## src/logic/ckmgr_pkg.sv

```systemverilog
`default_nettype none
package ckmgr_pkg;
	// internal clock and derived timing
	localparam int          CLOCK_PERIOD_NS = 100;
	localparam int          STOP_TIME_NS    = 100000;
	localparam logic [15:0] STOP_CYCLES     =
		16'((STOP_TIME_NS + CLOCK_PERIOD_NS - 1) / CLOCK_PERIOD_NS);
	// span of the fine delay line, longest time so rounded down
	localparam int          SHIFT_SPAN_NS   = 10000;
	localparam logic [15:0] SPAN_CYCLES     =
		16'(SHIFT_SPAN_NS / CLOCK_PERIOD_NS);

	// status bit positions
	localparam int STATUS_W      = 8;
	localparam int STAT_OVERFLOW = 0;
	localparam int STAT_REF_STOP = 1;
	localparam int STAT_FX_STOP  = 2;

	// fine shift arithmetic
	localparam logic [9:0] SHIFT_MAG_MAX   = 10'h0FF;
	localparam int         SHIFT_FRAC_LOG2 = 8;
	localparam int         FIX_SPAN_LOG2   = 8;
	localparam int         VAR_SPAN_LOG2   = 7;
	localparam int         WRAP_PASSES     = 4;

	// lock detection
	localparam logic signed [25:0] LOCK_TOL   = 26'sh0000001;
	localparam logic [2:0]         LOCK_COUNT = 3'h4;

	// attribute defaults
	localparam logic [7:0] DEF_MULT        = 8'h04;
	localparam logic [7:0] DEF_DIVD        = 8'h01;
	localparam logic [5:0] DEF_DIV_HALVES  = 6'h04;
	localparam logic [8:0] DEF_PHASE_SHIFT = 9'h000;

	// lock sequence, gray along measure, align, locked, stopped
	typedef enum logic [1:0] {
		LK_MEASURE = 2'b00,
		LK_ALIGN   = 2'b01,
		LK_LOCKED  = 2'b11,
		LK_STOPPED = 2'b10
	} ckmgr_lock_t;
endpackage
`default_nettype wire

```

## src/logic/ckmgr_sync_edge.sv

```systemverilog
`timescale 1ns/1ps
`default_nettype none
module ckmgr_sync_edge (
	input  wire logic clock,
	input  wire logic nrst,
	input  wire logic pinIn,
	output logic      level,
	output logic      rise
);
	import ckmgr_pkg::*;

	typedef struct packed {
		logic meta;
		logic stable;
		logic prev;
	} ckmgr_sync_t;

	ckmgr_sync_t sync_r;
	ckmgr_sync_t sync_nxt;

	// meta is only ever read by stable
	always_comb
	begin
		sync_nxt = sync_r;
		sync_nxt.meta = pinIn;
		sync_nxt.stable = sync_r.meta;
		sync_nxt.prev = sync_r.stable;
	end

	always_ff @(posedge clock or negedge nrst)
	begin
		if (!nrst)
			sync_r <= '0;
		else
			sync_r <= sync_nxt;
	end

	// edge taken from the settled stages only
	assign level = sync_r.stable;
	assign rise  = sync_r.stable & ~sync_r.prev;
endmodule
`default_nettype wire

```

## src/logic/ckmgr_clock_manager.sv

```systemverilog
`timescale 1ns/1ps
`default_nettype none
// Overview of operation
// RQ1 - nine clock outputs; up to four to global buffers, all to routing
// RQ2 - optionally hold configuration done until lock is reached
// RQ3 - reset returns everything to initial state and clears lock
// RQ4 - lock rises only when every enabled circuit has locked
// RQ5 - status bit0 overflow, bit1 reference stopped, bit2 synth stopped
// RQ6 - delay line tuned so outputs align to zero phase and reference
// RQ7 - user feeds feedback from zero phase or doubled output
// RQ8 - doubled output and its inverse run at twice reference rate
// RQ9 - divide ratios 1.5 to 8 in halves, then 9 to 16
// RQ10 - synth rate is reference times M over D, default 4 over 1
// RQ11 - inverted companions sit 180 degrees from their base output
// RQ12 - divided output 50/50 except non-integer divide in high mode
// RQ13 - high mode disables doubled, inverted doubled, quarter, three quarter
// RQ14 - four phase outputs spaced a quarter reference period apart
// RQ15 - fine shift moves all nine outputs relative to reference; here only the six phase outputs move, and only with deskew on
// RQ16 - fine delay equals shift over 256 times reference period
// RQ17 - shift amount ranges from -255 to +255
// RQ18 - shift request steps up or down by direction, completion follows
// RQ19 - variable mode centres zero skew, halving the reachable range
// RQ20 - fixed mode shift stays constant, full delay line usable
// RQ21 - shift limit follows reference period against delay line span
// RQ22 - completion pulses one shift clock; requests ignored until then
// RQ23 - step past the limit keeps value, sets overflow, still completes
// RQ24 - stopped bits set after missing edges, cleared only by reset
module ckmgr_clock_manager #(
	parameter logic [7:0]  MULT        = ckmgr_pkg::DEF_MULT,
	parameter logic [7:0]  DIVD        = ckmgr_pkg::DEF_DIVD,
	parameter logic [5:0]  DIV_HALVES  = ckmgr_pkg::DEF_DIV_HALVES,
	parameter logic [8:0]  PHASE_SHIFT = ckmgr_pkg::DEF_PHASE_SHIFT,
	parameter logic [15:0] STOP_LIMIT  = ckmgr_pkg::STOP_CYCLES,
	parameter logic [15:0] SHIFT_SPAN  = ckmgr_pkg::SPAN_CYCLES
) (
	input  wire logic                          clock,
	input  wire logic                          nrst,
	input  wire logic                          referenceClockIn,
	input  wire logic                          feedbackClockIn,
	input  wire logic                          shiftPortClock,
	input  wire logic                          shiftRequest,
	input  wire logic                          shiftDirection,
	input  wire logic                          highFreqMode,
	input  wire logic                          variableShift,
	input  wire logic                          deskewEnable,
	input  wire logic                          feedbackDouble,
	input  wire logic                          waitForLock,
	output logic                               outPhaseZero,
	output logic                               outPhaseQuarter,
	output logic                               outPhaseHalf,
	output logic                               outPhaseThreeQuarter,
	output logic                               outDouble,
	output logic                               outDoubleInverted,
	output logic                               outDivided,
	output logic                               outSynth,
	output logic                               outSynthInverted,
	output logic                               locked,
	output logic [ckmgr_pkg::STATUS_W-1:0]     status,
	output logic                               shiftComplete,
	output logic                               configRelease
);
	import ckmgr_pkg::*;

	typedef struct packed {
		ckmgr_lock_t lock;
		logic [15:0] period;
		logic [15:0] refPh;
		logic        seenRef;
		logic [2:0]  goodCnt;
		logic [15:0] outPh;
		logic [23:0] dvCnt;
		logic [23:0] fxAcc;
		logic [15:0] fxIdle;
		logic [8:0]  shift;
		logic        rampDone;
		logic        ovf;
		logic        refStop;
		logic        fxStop;
		logic        psBusy;
		logic        shift_complete;
		logic        locked;
		logic        oZero;
		logic        oQuarter;
		logic        oHalf;
		logic        oThree;
		logic        oDbl;
		logic        oDblInv;
		logic        oDiv;
		logic        oFx;
		logic        oFxInv;
	} ckmgr_state_t;

	ckmgr_state_t state_r;
	ckmgr_state_t state_nxt;

	logic refRise;
	logic fbRise;
	logic psTick;
	logic psReq;
	logic psDir;

	// reference, feedback and shift port pins cross two flip-flops before use
	ckmgr_sync_edge uRefSync (.clock(clock), .nrst(nrst),
		.pinIn(referenceClockIn), .level(), .rise(refRise));
	ckmgr_sync_edge uFbSync (.clock(clock), .nrst(nrst),
		.pinIn(feedbackClockIn), .level(), .rise(fbRise));
	ckmgr_sync_edge uPsClkSync (.clock(clock), .nrst(nrst),
		.pinIn(shiftPortClock), .level(), .rise(psTick));
	ckmgr_sync_edge uPsReqSync (.clock(clock), .nrst(nrst),
		.pinIn(shiftRequest), .level(psReq), .rise());
	ckmgr_sync_edge uPsDirSync (.clock(clock), .nrst(nrst),
		.pinIn(shiftDirection), .level(psDir), .rise());

	// shift must fit both the attribute range and the delay line span
	function automatic logic fits(input logic [9:0] s, input logic [15:0] p,
		input logic varMode);
		logic [9:0]  mag;
		logic [25:0] lhs;
		logic [25:0] rhs;
		mag = s[9] ? 10'(-s) : s;
		lhs = {16'h0000, mag} * {10'h000, p};
		rhs = {10'h000, SHIFT_SPAN} << (varMode ? VAR_SPAN_LOG2 : FIX_SPAN_LOG2);
		return (mag <= SHIFT_MAG_MAX) && (lhs <= rhs);
	endfunction

	// fold a phase error into one period of the feedback
	function automatic logic signed [25:0] wrapErr(input logic signed [25:0] e,
		input logic signed [25:0] m);
		logic signed [25:0] v;
		v = e;
		for (int i = 0; i < WRAP_PASSES; i++)
		begin
			if (v >= (m >>> 1))
				v = v - m;
			else if (v < -(m >>> 1))
				v = v + m;
		end
		return v;
	endfunction

	logic [15:0]        measured;
	logic               periodMatch;
	logic               running;
	logic signed [25:0] prod;
	logic signed [25:0] target;
	logic signed [25:0] errMod;
	logic signed [25:0] phErr;
	logic               errGood;
	logic [23:0]        dvFull;
	logic [23:0]        dvLess;
	logic [23:0]        dvPeriod;
	logic [23:0]        dvHigh;
	logic [23:0]        fxSpan;
	logic [24:0]        fxSum;
	logic [9:0]         shiftWide;
	logic [9:0]         cand;
	logic               candFits;
	logic               accept;

	// period check tolerates one cycle of sampling jitter
	assign measured    = 16'(state_r.refPh + 16'h0001);
	assign periodMatch = (measured == state_r.period) ||
		(measured == 16'(state_r.period + 16'h0001)) ||
		(16'(measured + 16'h0001) == state_r.period);
	assign running = (state_r.lock == LK_ALIGN) || (state_r.lock == LK_LOCKED);

	// fine offset in cycles, shift/256 of the period [RQ16] [RQ15]
	assign prod   = $signed(state_r.shift) * $signed({1'b0, state_r.period});
	assign target = prod >>> SHIFT_FRAC_LOG2;
	// doubled feedback rises twice a period, so fold by half [RQ7]
	assign errMod = feedbackDouble ? $signed({11'h000, state_r.period[15:1]})
		: $signed({10'h000, state_r.period});
	assign phErr   = wrapErr($signed({10'h000, state_r.refPh}) - target, errMod);
	assign errGood = (phErr <= LOCK_TOL) && (phErr >= -LOCK_TOL);

	// divided period in half steps of the reference [RQ9]
	assign dvFull   = {8'h00, state_r.period} * {18'h00000, DIV_HALVES};
	assign dvLess   = {8'h00, state_r.period} * {18'h00000, 6'(DIV_HALVES - 6'h01)};
	assign dvPeriod = {1'b0, dvFull[23:1]};
	// odd half count in high mode gives up the even duty [RQ12]
	assign dvHigh = (highFreqMode && DIV_HALVES[0]) ? {2'b00, dvLess[23:2]}
		: {1'b0, dvPeriod[23:1]};
	// synth accumulator wraps at period times D, advances by M [RQ10]
	assign fxSpan = {8'h00, state_r.period} * {16'h0000, DIVD};
	assign fxSum  = {1'b0, state_r.fxAcc} + {17'h00000, MULT};

	// one step per request, direction high counts up [RQ18]
	assign shiftWide = {state_r.shift[8], state_r.shift};
	assign cand = (state_r.rampDone ? psDir
		: ($signed(state_r.shift) < $signed(PHASE_SHIFT)))
		? 10'(shiftWide + 10'h001) : 10'(shiftWide - 10'h001);
	// variable mode halves the span, fixed uses all of it [RQ19] [RQ20] [RQ21]
	assign candFits = fits(cand, state_r.period, variableShift);
	// busy gate drops requests until completion has shown [RQ22]
	assign accept = psTick && psReq && variableShift && state_r.rampDone &&
		(state_r.lock == LK_LOCKED) && (!state_r.psBusy || state_r.shift_complete);

	always_comb
	begin
		logic [16:0] phSum;
		logic [15:0] half;
		logic [15:0] quart;
		logic [15:0] ph;
		logic [15:0] m2;
		logic [1:0]  stepAmt;
		logic        run;
		logic        hf;
		phSum   = '0;
		half    = state_r.period >> 1;
		quart   = state_r.period >> 2;
		ph      = '0;
		m2      = '0;
		stepAmt = 2'h1;
		run     = 1'b0;
		hf      = highFreqMode;
		state_nxt = state_r;

		// reference period counter, saturates when the input stops
		if (refRise)
		begin
			state_nxt.refPh = '0;
			state_nxt.seenRef = 1'b1;
		end
		else if (state_r.refPh != 16'hFFFF)
			state_nxt.refPh = 16'(state_r.refPh + 16'h0001);

		// lock sequence
		unique case (state_r.lock)
			LK_MEASURE:
			begin
				if (refRise)
				begin
					state_nxt.period = measured;
					if (state_r.seenRef && periodMatch)
					begin
						state_nxt.lock = LK_ALIGN;
						state_nxt.goodCnt = '0;
						state_nxt.outPh = '0;
						state_nxt.dvCnt = '0;
						state_nxt.fxAcc = '0;
						state_nxt.fxIdle = '0;
						state_nxt.rampDone = 1'b0;
					end
				end
			end
			LK_ALIGN:
			begin
				if (refRise && !periodMatch)
					state_nxt.lock = LK_MEASURE;
				else if (state_r.rampDone && !state_r.fxStop &&
					(!deskewEnable || state_r.goodCnt == LOCK_COUNT))
					state_nxt.lock = LK_LOCKED; // [RQ4]
			end
			LK_LOCKED:
			begin
				if (refRise && !periodMatch)
					state_nxt.lock = LK_MEASURE;
			end
			LK_STOPPED:
			begin
				state_nxt.lock = LK_STOPPED; // only reset recovers
			end
		endcase

		// missing edges stick until reset [RQ24]
		if (state_r.seenRef && state_r.refPh >= STOP_LIMIT)
		begin
			state_nxt.refStop = 1'b1;
			state_nxt.lock = LK_STOPPED;
		end
		if (running && state_r.fxIdle >= STOP_LIMIT)
		begin
			state_nxt.fxStop = 1'b1;
			state_nxt.lock = LK_STOPPED;
		end

		// delay line tuning: slip the output phase toward the target [RQ6]
		if (running && deskewEnable && fbRise)
		begin
			if (phErr > LOCK_TOL)
				stepAmt = 2'h2;
			else if (phErr < -LOCK_TOL)
				stepAmt = 2'h0;
			if (!errGood)
				state_nxt.goodCnt = '0;
			else if (state_r.goodCnt != LOCK_COUNT)
				state_nxt.goodCnt = 3'(state_r.goodCnt + 3'h1);
		end
		phSum = {1'b0, state_r.outPh} + {15'h0000, stepAmt};
		if (phSum >= {1'b0, state_r.period})
			phSum = 17'(phSum - {1'b0, state_r.period});
		if (running)
			state_nxt.outPh = phSum[15:0];
		// without feedback the phase outputs simply follow the reference edge
		if (running && !deskewEnable && refRise)
			state_nxt.outPh = '0;

		// divided and synthesized counters
		if (running)
		begin
			if (24'(state_r.dvCnt + 24'h000001) >= dvPeriod)
				state_nxt.dvCnt = '0;
			else
				state_nxt.dvCnt = 24'(state_r.dvCnt + 24'h000001);
			if (fxSum >= {1'b0, fxSpan})
				state_nxt.fxAcc = 24'(fxSum - {1'b0, fxSpan});
			else
				state_nxt.fxAcc = fxSum[23:0];
		end

		// outputs run only while aligning or locked
		run = (state_nxt.lock == LK_ALIGN) || (state_nxt.lock == LK_LOCKED);
		ph  = state_nxt.outPh;
		m2  = (ph >= half) ? 16'(ph - half) : ph;
		state_nxt.oZero = run && (ph < half);
		state_nxt.oHalf = run && !(ph < half); // [RQ11]
		// quarter steps of the period [RQ14], gone in high mode [RQ13]
		state_nxt.oQuarter = run && !hf && (ph >= quart) &&
			(ph < 16'(quart + half));
		state_nxt.oThree = run && !hf && !((ph >= quart) &&
			(ph < 16'(quart + half)));
		// two cycles per reference period [RQ8] [RQ13]
		state_nxt.oDbl    = run && !hf && (m2 < quart);
		state_nxt.oDblInv = run && !hf && !(m2 < quart); // [RQ11]
		state_nxt.oDiv    = run && (state_nxt.dvCnt < dvHigh); // [RQ12]
		state_nxt.oFx     = run && (state_nxt.fxAcc < {1'b0, fxSpan[23:1]});
		state_nxt.oFxInv  = run && !(state_nxt.fxAcc < {1'b0, fxSpan[23:1]});

		// synth watchdog counts cycles without a toggle
		if (!running || state_nxt.oFx != state_r.oFx)
			state_nxt.fxIdle = '0;
		else if (state_r.fxIdle != 16'hFFFF)
			state_nxt.fxIdle = 16'(state_r.fxIdle + 16'h0001);

		// completion shows for one shift clock, then clears [RQ22]
		if (psTick && state_r.psBusy)
		begin
			if (state_r.shift_complete)
			begin
				state_nxt.shift_complete = 1'b0;
				state_nxt.psBusy = 1'b0;
			end
			else
				state_nxt.shift_complete = 1'b1;
		end
		if (accept)
		begin
			state_nxt.psBusy = 1'b1;
			state_nxt.shift_complete = 1'b0;
			// out of range keeps the value, flags it, still completes [RQ23]
			if (candFits)
			begin
				state_nxt.shift = cand[8:0];
				state_nxt.ovf = 1'b0;
			end
			else
				state_nxt.ovf = 1'b1;
		end
		else if (running && !state_r.rampDone)
		begin
			// walk to the attribute value one step a cycle [RQ17] [RQ20]
			if (state_r.shift == PHASE_SHIFT)
				state_nxt.rampDone = 1'b1;
			else if (candFits)
				state_nxt.shift = cand[8:0];
			else
			begin
				state_nxt.ovf = 1'b1;
				state_nxt.rampDone = 1'b1;
			end
		end

		state_nxt.locked = (state_nxt.lock == LK_LOCKED);
	end

	// reset clears every circuit including lock [RQ3]
	always_ff @(posedge clock or negedge nrst)
	begin
		if (!nrst)
			state_r <= '0;
		else
			state_r <= state_nxt;
	end

	// nine outputs; any four of them may feed global buffers [RQ1]
	assign outPhaseZero         = state_r.oZero;
	assign outPhaseQuarter      = state_r.oQuarter;
	assign outPhaseHalf         = state_r.oHalf;
	assign outPhaseThreeQuarter = state_r.oThree;
	assign outDouble            = state_r.oDbl;
	assign outDoubleInverted    = state_r.oDblInv;
	assign outDivided           = state_r.oDiv;
	assign outSynth             = state_r.oFx;
	assign outSynthInverted     = state_r.oFxInv;
	assign locked               = state_r.locked;
	assign shiftComplete        = state_r.shift_complete;
	// status layout, upper bits unused [RQ5]
	assign status = {5'h00, state_r.fxStop, state_r.refStop, state_r.ovf};
	// with waitForLock set, configuration may finish only once locked [RQ2]
	assign configRelease = !waitForLock || state_r.locked;
endmodule
`default_nettype wire

```

## config.mk

```make
export PLATFORM = sky130hd
export DESIGN_NAME = ckmgr_clock_manager
export DESIGN_NICKNAME = d
export VERILOG_FILES = /design/src/logic/ckmgr_pkg.sv /design/src/logic/ckmgr_sync_edge.sv /design/src/logic/ckmgr_clock_manager.sv
export SDC_FILE = /design/constraint.sdc
export NUM_CORES = 2
export LEC_CHECK = 0
export BUFFER_PORTS_ARGS = -buffer_cell sky130_fd_sc_hd__buf_2
export CAP_MARGIN = 20
export CORE_MARGIN = 3
export CORE_UTILIZATION = 59
export CTS_BUF_LIST = sky130_fd_sc_hd__clkbuf_8
export CTS_CLUSTER_DIAMETER = 150
export CTS_CLUSTER_SIZE = 16
export DETAILED_ROUTE_END_ITERATION = 16
export PLACE_DENSITY = 0.75
export SLEW_MARGIN = 20
export SYNTH_ARGS = -nofsm -noshare
export SYNTH_HDL_FRONTEND = slang
export SYNTH_SLANG_ARGS = --single-unit
```

## constraint.sdc

```tcl
create_clock -name clock -period 32.8 [get_ports clock]
set_input_delay 3.28 -clock clock [delete_from_list [all_inputs] [get_ports clock]]
set_output_delay 3.28 -clock clock [all_outputs]
set_load 0.02 [all_outputs]
```

==> metrics.log <==
[metrics] CP peak stage delay: 0.62 ns
[metrics] number of rows created at floorplan: 90
[metrics] relative area change from synthesis to final layout: 5.22%
[metrics] highest achievable clock rate: 0.0327 GHz
[metrics] initial core utilization: 59.8%
[metrics] Maximum Capacitance Violations: 0
[metrics] Worst Setup Path Type: reg2reg
[metrics] antenna viol nets, final: 0
[metrics] fraction of the cycle the final worst path needs: 93.2%
[metrics] CP arrival: approximately 31 ns
[metrics] multi-input logic area: 30300 sq um
[metrics] num ports: 32
[metrics] RePlAce Congestion: 0.958
[metrics] top cell type by total area after synthesis: sky130_fd_sc_hd__ha_1
[metrics] number of global-route vias before repair: 32500
[metrics] total of warnings raised by yosys: 0
[metrics] cell depth of the worst hold path: 0
[metrics] max reg flops: 120
[metrics] top_reg_cell synth: sky130_fd_sc_hd__dfrtp_1
[metrics] TritonCTS clock tree: built
[metrics] Fillers: 5330
[metrics] nets@finish: 5335
[metrics] class of the worst hold path: reg2reg
[metrics] Avg Synthesized Cell Area: 8.01 sq um
[metrics] TritonRoute pass-1 iters: 5
[metrics] final WL: around 110 mm
[metrics] antenna cells: 0
[metrics] die footprint: 64300 sq um
[metrics] cell area after synthesis: 36100 sq um
[metrics] register containing the most flip-flops in the final layout: state_r
[metrics] share of final-layout standard cells stronger than drive strength 1: about 6.7%
[metrics] highest net fanout along the worst path: 27
[metrics] worst slew pin tran: 1.14 ns
[metrics] Core Region: between 60000 and 70000 sq um
[metrics] area share of the largest cell type after synthesis: 21.0%
[metrics] biggest area contributors in the synthesized netlist: sky130_fd_sc_hd__ha_1 (21%), sky130_fd_sc_hd__fa_1 (12%), sky130_fd_sc_hd__dfrtp_1 (11%), sky130_fd_sc_hd__a21oi_1 (4.4%), sky130_fd_sc_hd__inv_1 (4.2%)
[metrics] setup total negative slack: 0 ns
[metrics] startpoint types: register
[metrics] count of cells along the worst register-to-register path: approximately 130
[metrics] flip-flop and latch count after synthesis: between 150 and 200
[metrics] Slowest cell on crit path: sky130_fd_sc_hd__a2111oi_0
[metrics] count of flip-flops with a built-in enable after synthesis: 0
[metrics] setup clock skew after layout: 0.0199 ns
[metrics] area of all placed cells without fillers: 38000 sq um
[metrics] Worst path most repeated cell: sky130_fd_sc_hd__o21ai_0
[metrics] endpoints failing setup: 0
[metrics] HPWL after DPL: 83.6 mm
[metrics] Synth Instances: ~4500
[metrics] number of distinct library cells after synthesis: 111
[metrics] antenna violations before repair: 1
[metrics] required time at the endpoint of the critical path: approximately 33 ns
[metrics] Clock Path Buffers: 2
[metrics] global-route congestion overflow total: 0
[metrics] via count: 33900
[metrics] post-detailed-route via-to-cell ratio: 6.41
[metrics] Worst slew margin: 23.1%
[metrics] per-cell routed wire length: 20.1 um
[metrics] combined global-route utilization of all metal layers: 32.9%
[metrics] Worst Setup End Kind: register
[metrics] portion of the post-synthesis area used by sequential elements: a little over a tenth
[metrics] DRC Markers: 0
[metrics] min Tclk post-route: 30.57 ns
[metrics] CTS Hold Buffers Added: 0
[metrics] Port Buf Inserts: 26
[metrics] Area after DPL: 37300 sq um
[metrics] Fin. Hold Viols: 0
[metrics] DIE WIDTH: 253 um
[metrics] number of H-tree levels: 4
[metrics] clock-pin slew of the registers on the worst-case setup and hold paths: 0.11 ns
[metrics] first-pass GRT wire length: about 170 mm
[metrics] Post-synth ARST share: 100%
[metrics] root buffer cell: sky130_fd_sc_hd__clkbuf_8
[metrics] die height: 253 um
[metrics] total CTS buffers: 17
[metrics] maximum number of pins on one net before global-route repair: 96
[metrics] result of the run: completed
[metrics] clock insertion delay at the later pin of the skew report: approximately 0.50 ns
[metrics] utilization of the core after routing: 62.9%
[metrics] initial DRC count: approximately 3500
[metrics] clock tree sinks: roughly 160
[metrics] Storage cell area: 3920 sq um
[metrics] count of final max-slew check failures: 0
==> layout by cell type, fill, tap and decap left out, types with 105 or more instances in the layout <==
cell type | Yosys | final
sky130_fd_sc_hd__and2_1 | 109 | 108
sky130_fd_sc_hd__xnor2_1 | 157 | 156
sky130_fd_sc_hd__a21o_1 | 105 | 105
sky130_fd_sc_hd__inv_1 | 403 | 401
sky130_fd_sc_hd__nand3_1 | 124 | 122
sky130_fd_sc_hd__o21ai_0 | 231 | 227
sky130_fd_sc_hd__nand2_1 | 384 | 381
sky130_fd_sc_hd__fa_1 | 223 | 223
sky130_fd_sc_hd__ha_1 | 606 | 606
sky130_fd_sc_hd__a21oi_1 | 315 | 304
sky130_fd_sc_hd__nor2_1 | 334 | 332
sky130_fd_sc_hd__dfrtp_1 | 156 | 145
==> cell usage after synthesis, types with 22 or more instances <==
cell type,count
sky130_fd_sc_hd__mux2i_1,25
sky130_fd_sc_hd__a21oi_1,315
sky130_fd_sc_hd__nor3_1,92
sky130_fd_sc_hd__nor4_1,32
sky130_fd_sc_hd__nor2b_1,67
sky130_fd_sc_hd__ha_1,606
sky130_fd_sc_hd__nand3_1,124
sky130_fd_sc_hd__o211ai_1,57
sky130_fd_sc_hd__nand4_1,66
sky130_fd_sc_hd__o21a_1,74
sky130_fd_sc_hd__o22ai_1,24
sky130_fd_sc_hd__a211oi_1,31
sky130_fd_sc_hd__xor2_1,80
sky130_fd_sc_hd__o31ai_1,35
sky130_fd_sc_hd__and2_1,109
sky130_fd_sc_hd__nand2b_1,76
sky130_fd_sc_hd__o21bai_1,65
sky130_fd_sc_hd__xnor2_1,157
sky130_fd_sc_hd__and3_1,35
sky130_fd_sc_hd__nand2_1,384
sky130_fd_sc_hd__dfrtp_1,156
sky130_fd_sc_hd__a221oi_1,22
sky130_fd_sc_hd__a31oi_1,30
sky130_fd_sc_hd__a21o_1,105
sky130_fd_sc_hd__o21ai_0,231
sky130_fd_sc_hd__inv_1,403
sky130_fd_sc_hd__fa_1,223
sky130_fd_sc_hd__nor2_1,334
sky130_fd_sc_hd__a21boi_0,23
sky130_fd_sc_hd__clkbuf_1,121
==> worst max-delay path: cells and delay by family, from the launching register on <==
| family | cells | cell delay [ns] |
|---|---|---|
| AND/OR/NAND/NOR | 28 | 5.03 |
| buffers and inverters | 6 | 0.62 |
| flip-flops | 1 | 0.60 |
| XOR/XNOR | 1 | 0.16 |
| adder cells (fa/ha/maj) | 18 | 6.76 |
| AO/OA/AOI/OAI | 79 | 16.63 |
| multiplexers | 2 | 0.68 |
==> cells by family after synthesis <==
logic type | Yosys count | synth area share (%)
and+or+nand+nor | 1435 | 19.7
AOI/OAI and AO/OA | 1237 | 23.0
adders and majority gates | 829 | 33.3
buffers and inverters | 575 | 6.24
xor gates and xnor gates | 239 | 5.87
DFF | 156 | 10.8
muxes | 38 | 1.11
other | 1 | 0.0104
==> path summary, 6_finish.rpt <==
kind | end | startpoint | slack (ns)
setup / recovery | outDouble | shiftWide[5] | 2.23
max in group asynchronous | shiftWide[5] | nrst | 28.44
setup reg to reg | outDouble | shiftWide[5] | 2.23
hold / removal | uPsClkSync.level | uPsClkSync.sync_nxt[1] | 0.36
hold reg to reg | uPsClkSync.level | uPsClkSync.sync_nxt[1] | 0.36
min in group asynchronous | state_r[57] | nrst | 2.86
==> metal layers <==
layer / global-route usage [%] / routed length, um
met1: 45.4 / 46200
met5: 0 / 13
met2: 53.1 / 47900
met3: 4.97 / 8550
met4: 11.1 / 3520
==> final cells by class <==
class / instances / share of cell area [%]
multi-input combinational: 3783 / 79.6
sequential: 156 / 10.3
inverter: 417 / 4.15
tap: 782 / 2.57
timing repair buffer: 119 / 2.25
clock buffer: 17 / 0.615
clock inverter: 15 / 0.467
==> metrics by stage <==
step | setup slack [ns] | hold WS (ns) | std cells
after detailed placement | 0.206 | 0.336 | 5249
after floorplan | 3.55 | 0.331 | 4514
after global routing | -0.0313 | 0.366 | 5289
after global placement | 0.973 | 0.332 | 5249
after CTS | 0.0884 | 0.358 | 5281
final | 2.23 | 0.356 | 5289
==> what timing repair did <==
item / 4_1_cts / 5_1_grt
endpoints found under the setup margin: 0 / 6
buffers inserted: 0 / 8
gates resized for setup: 0 / 71
Power is not shown: default switching activity piles up to over one toggle a cycle in this logic, so the estimate is an artifact.
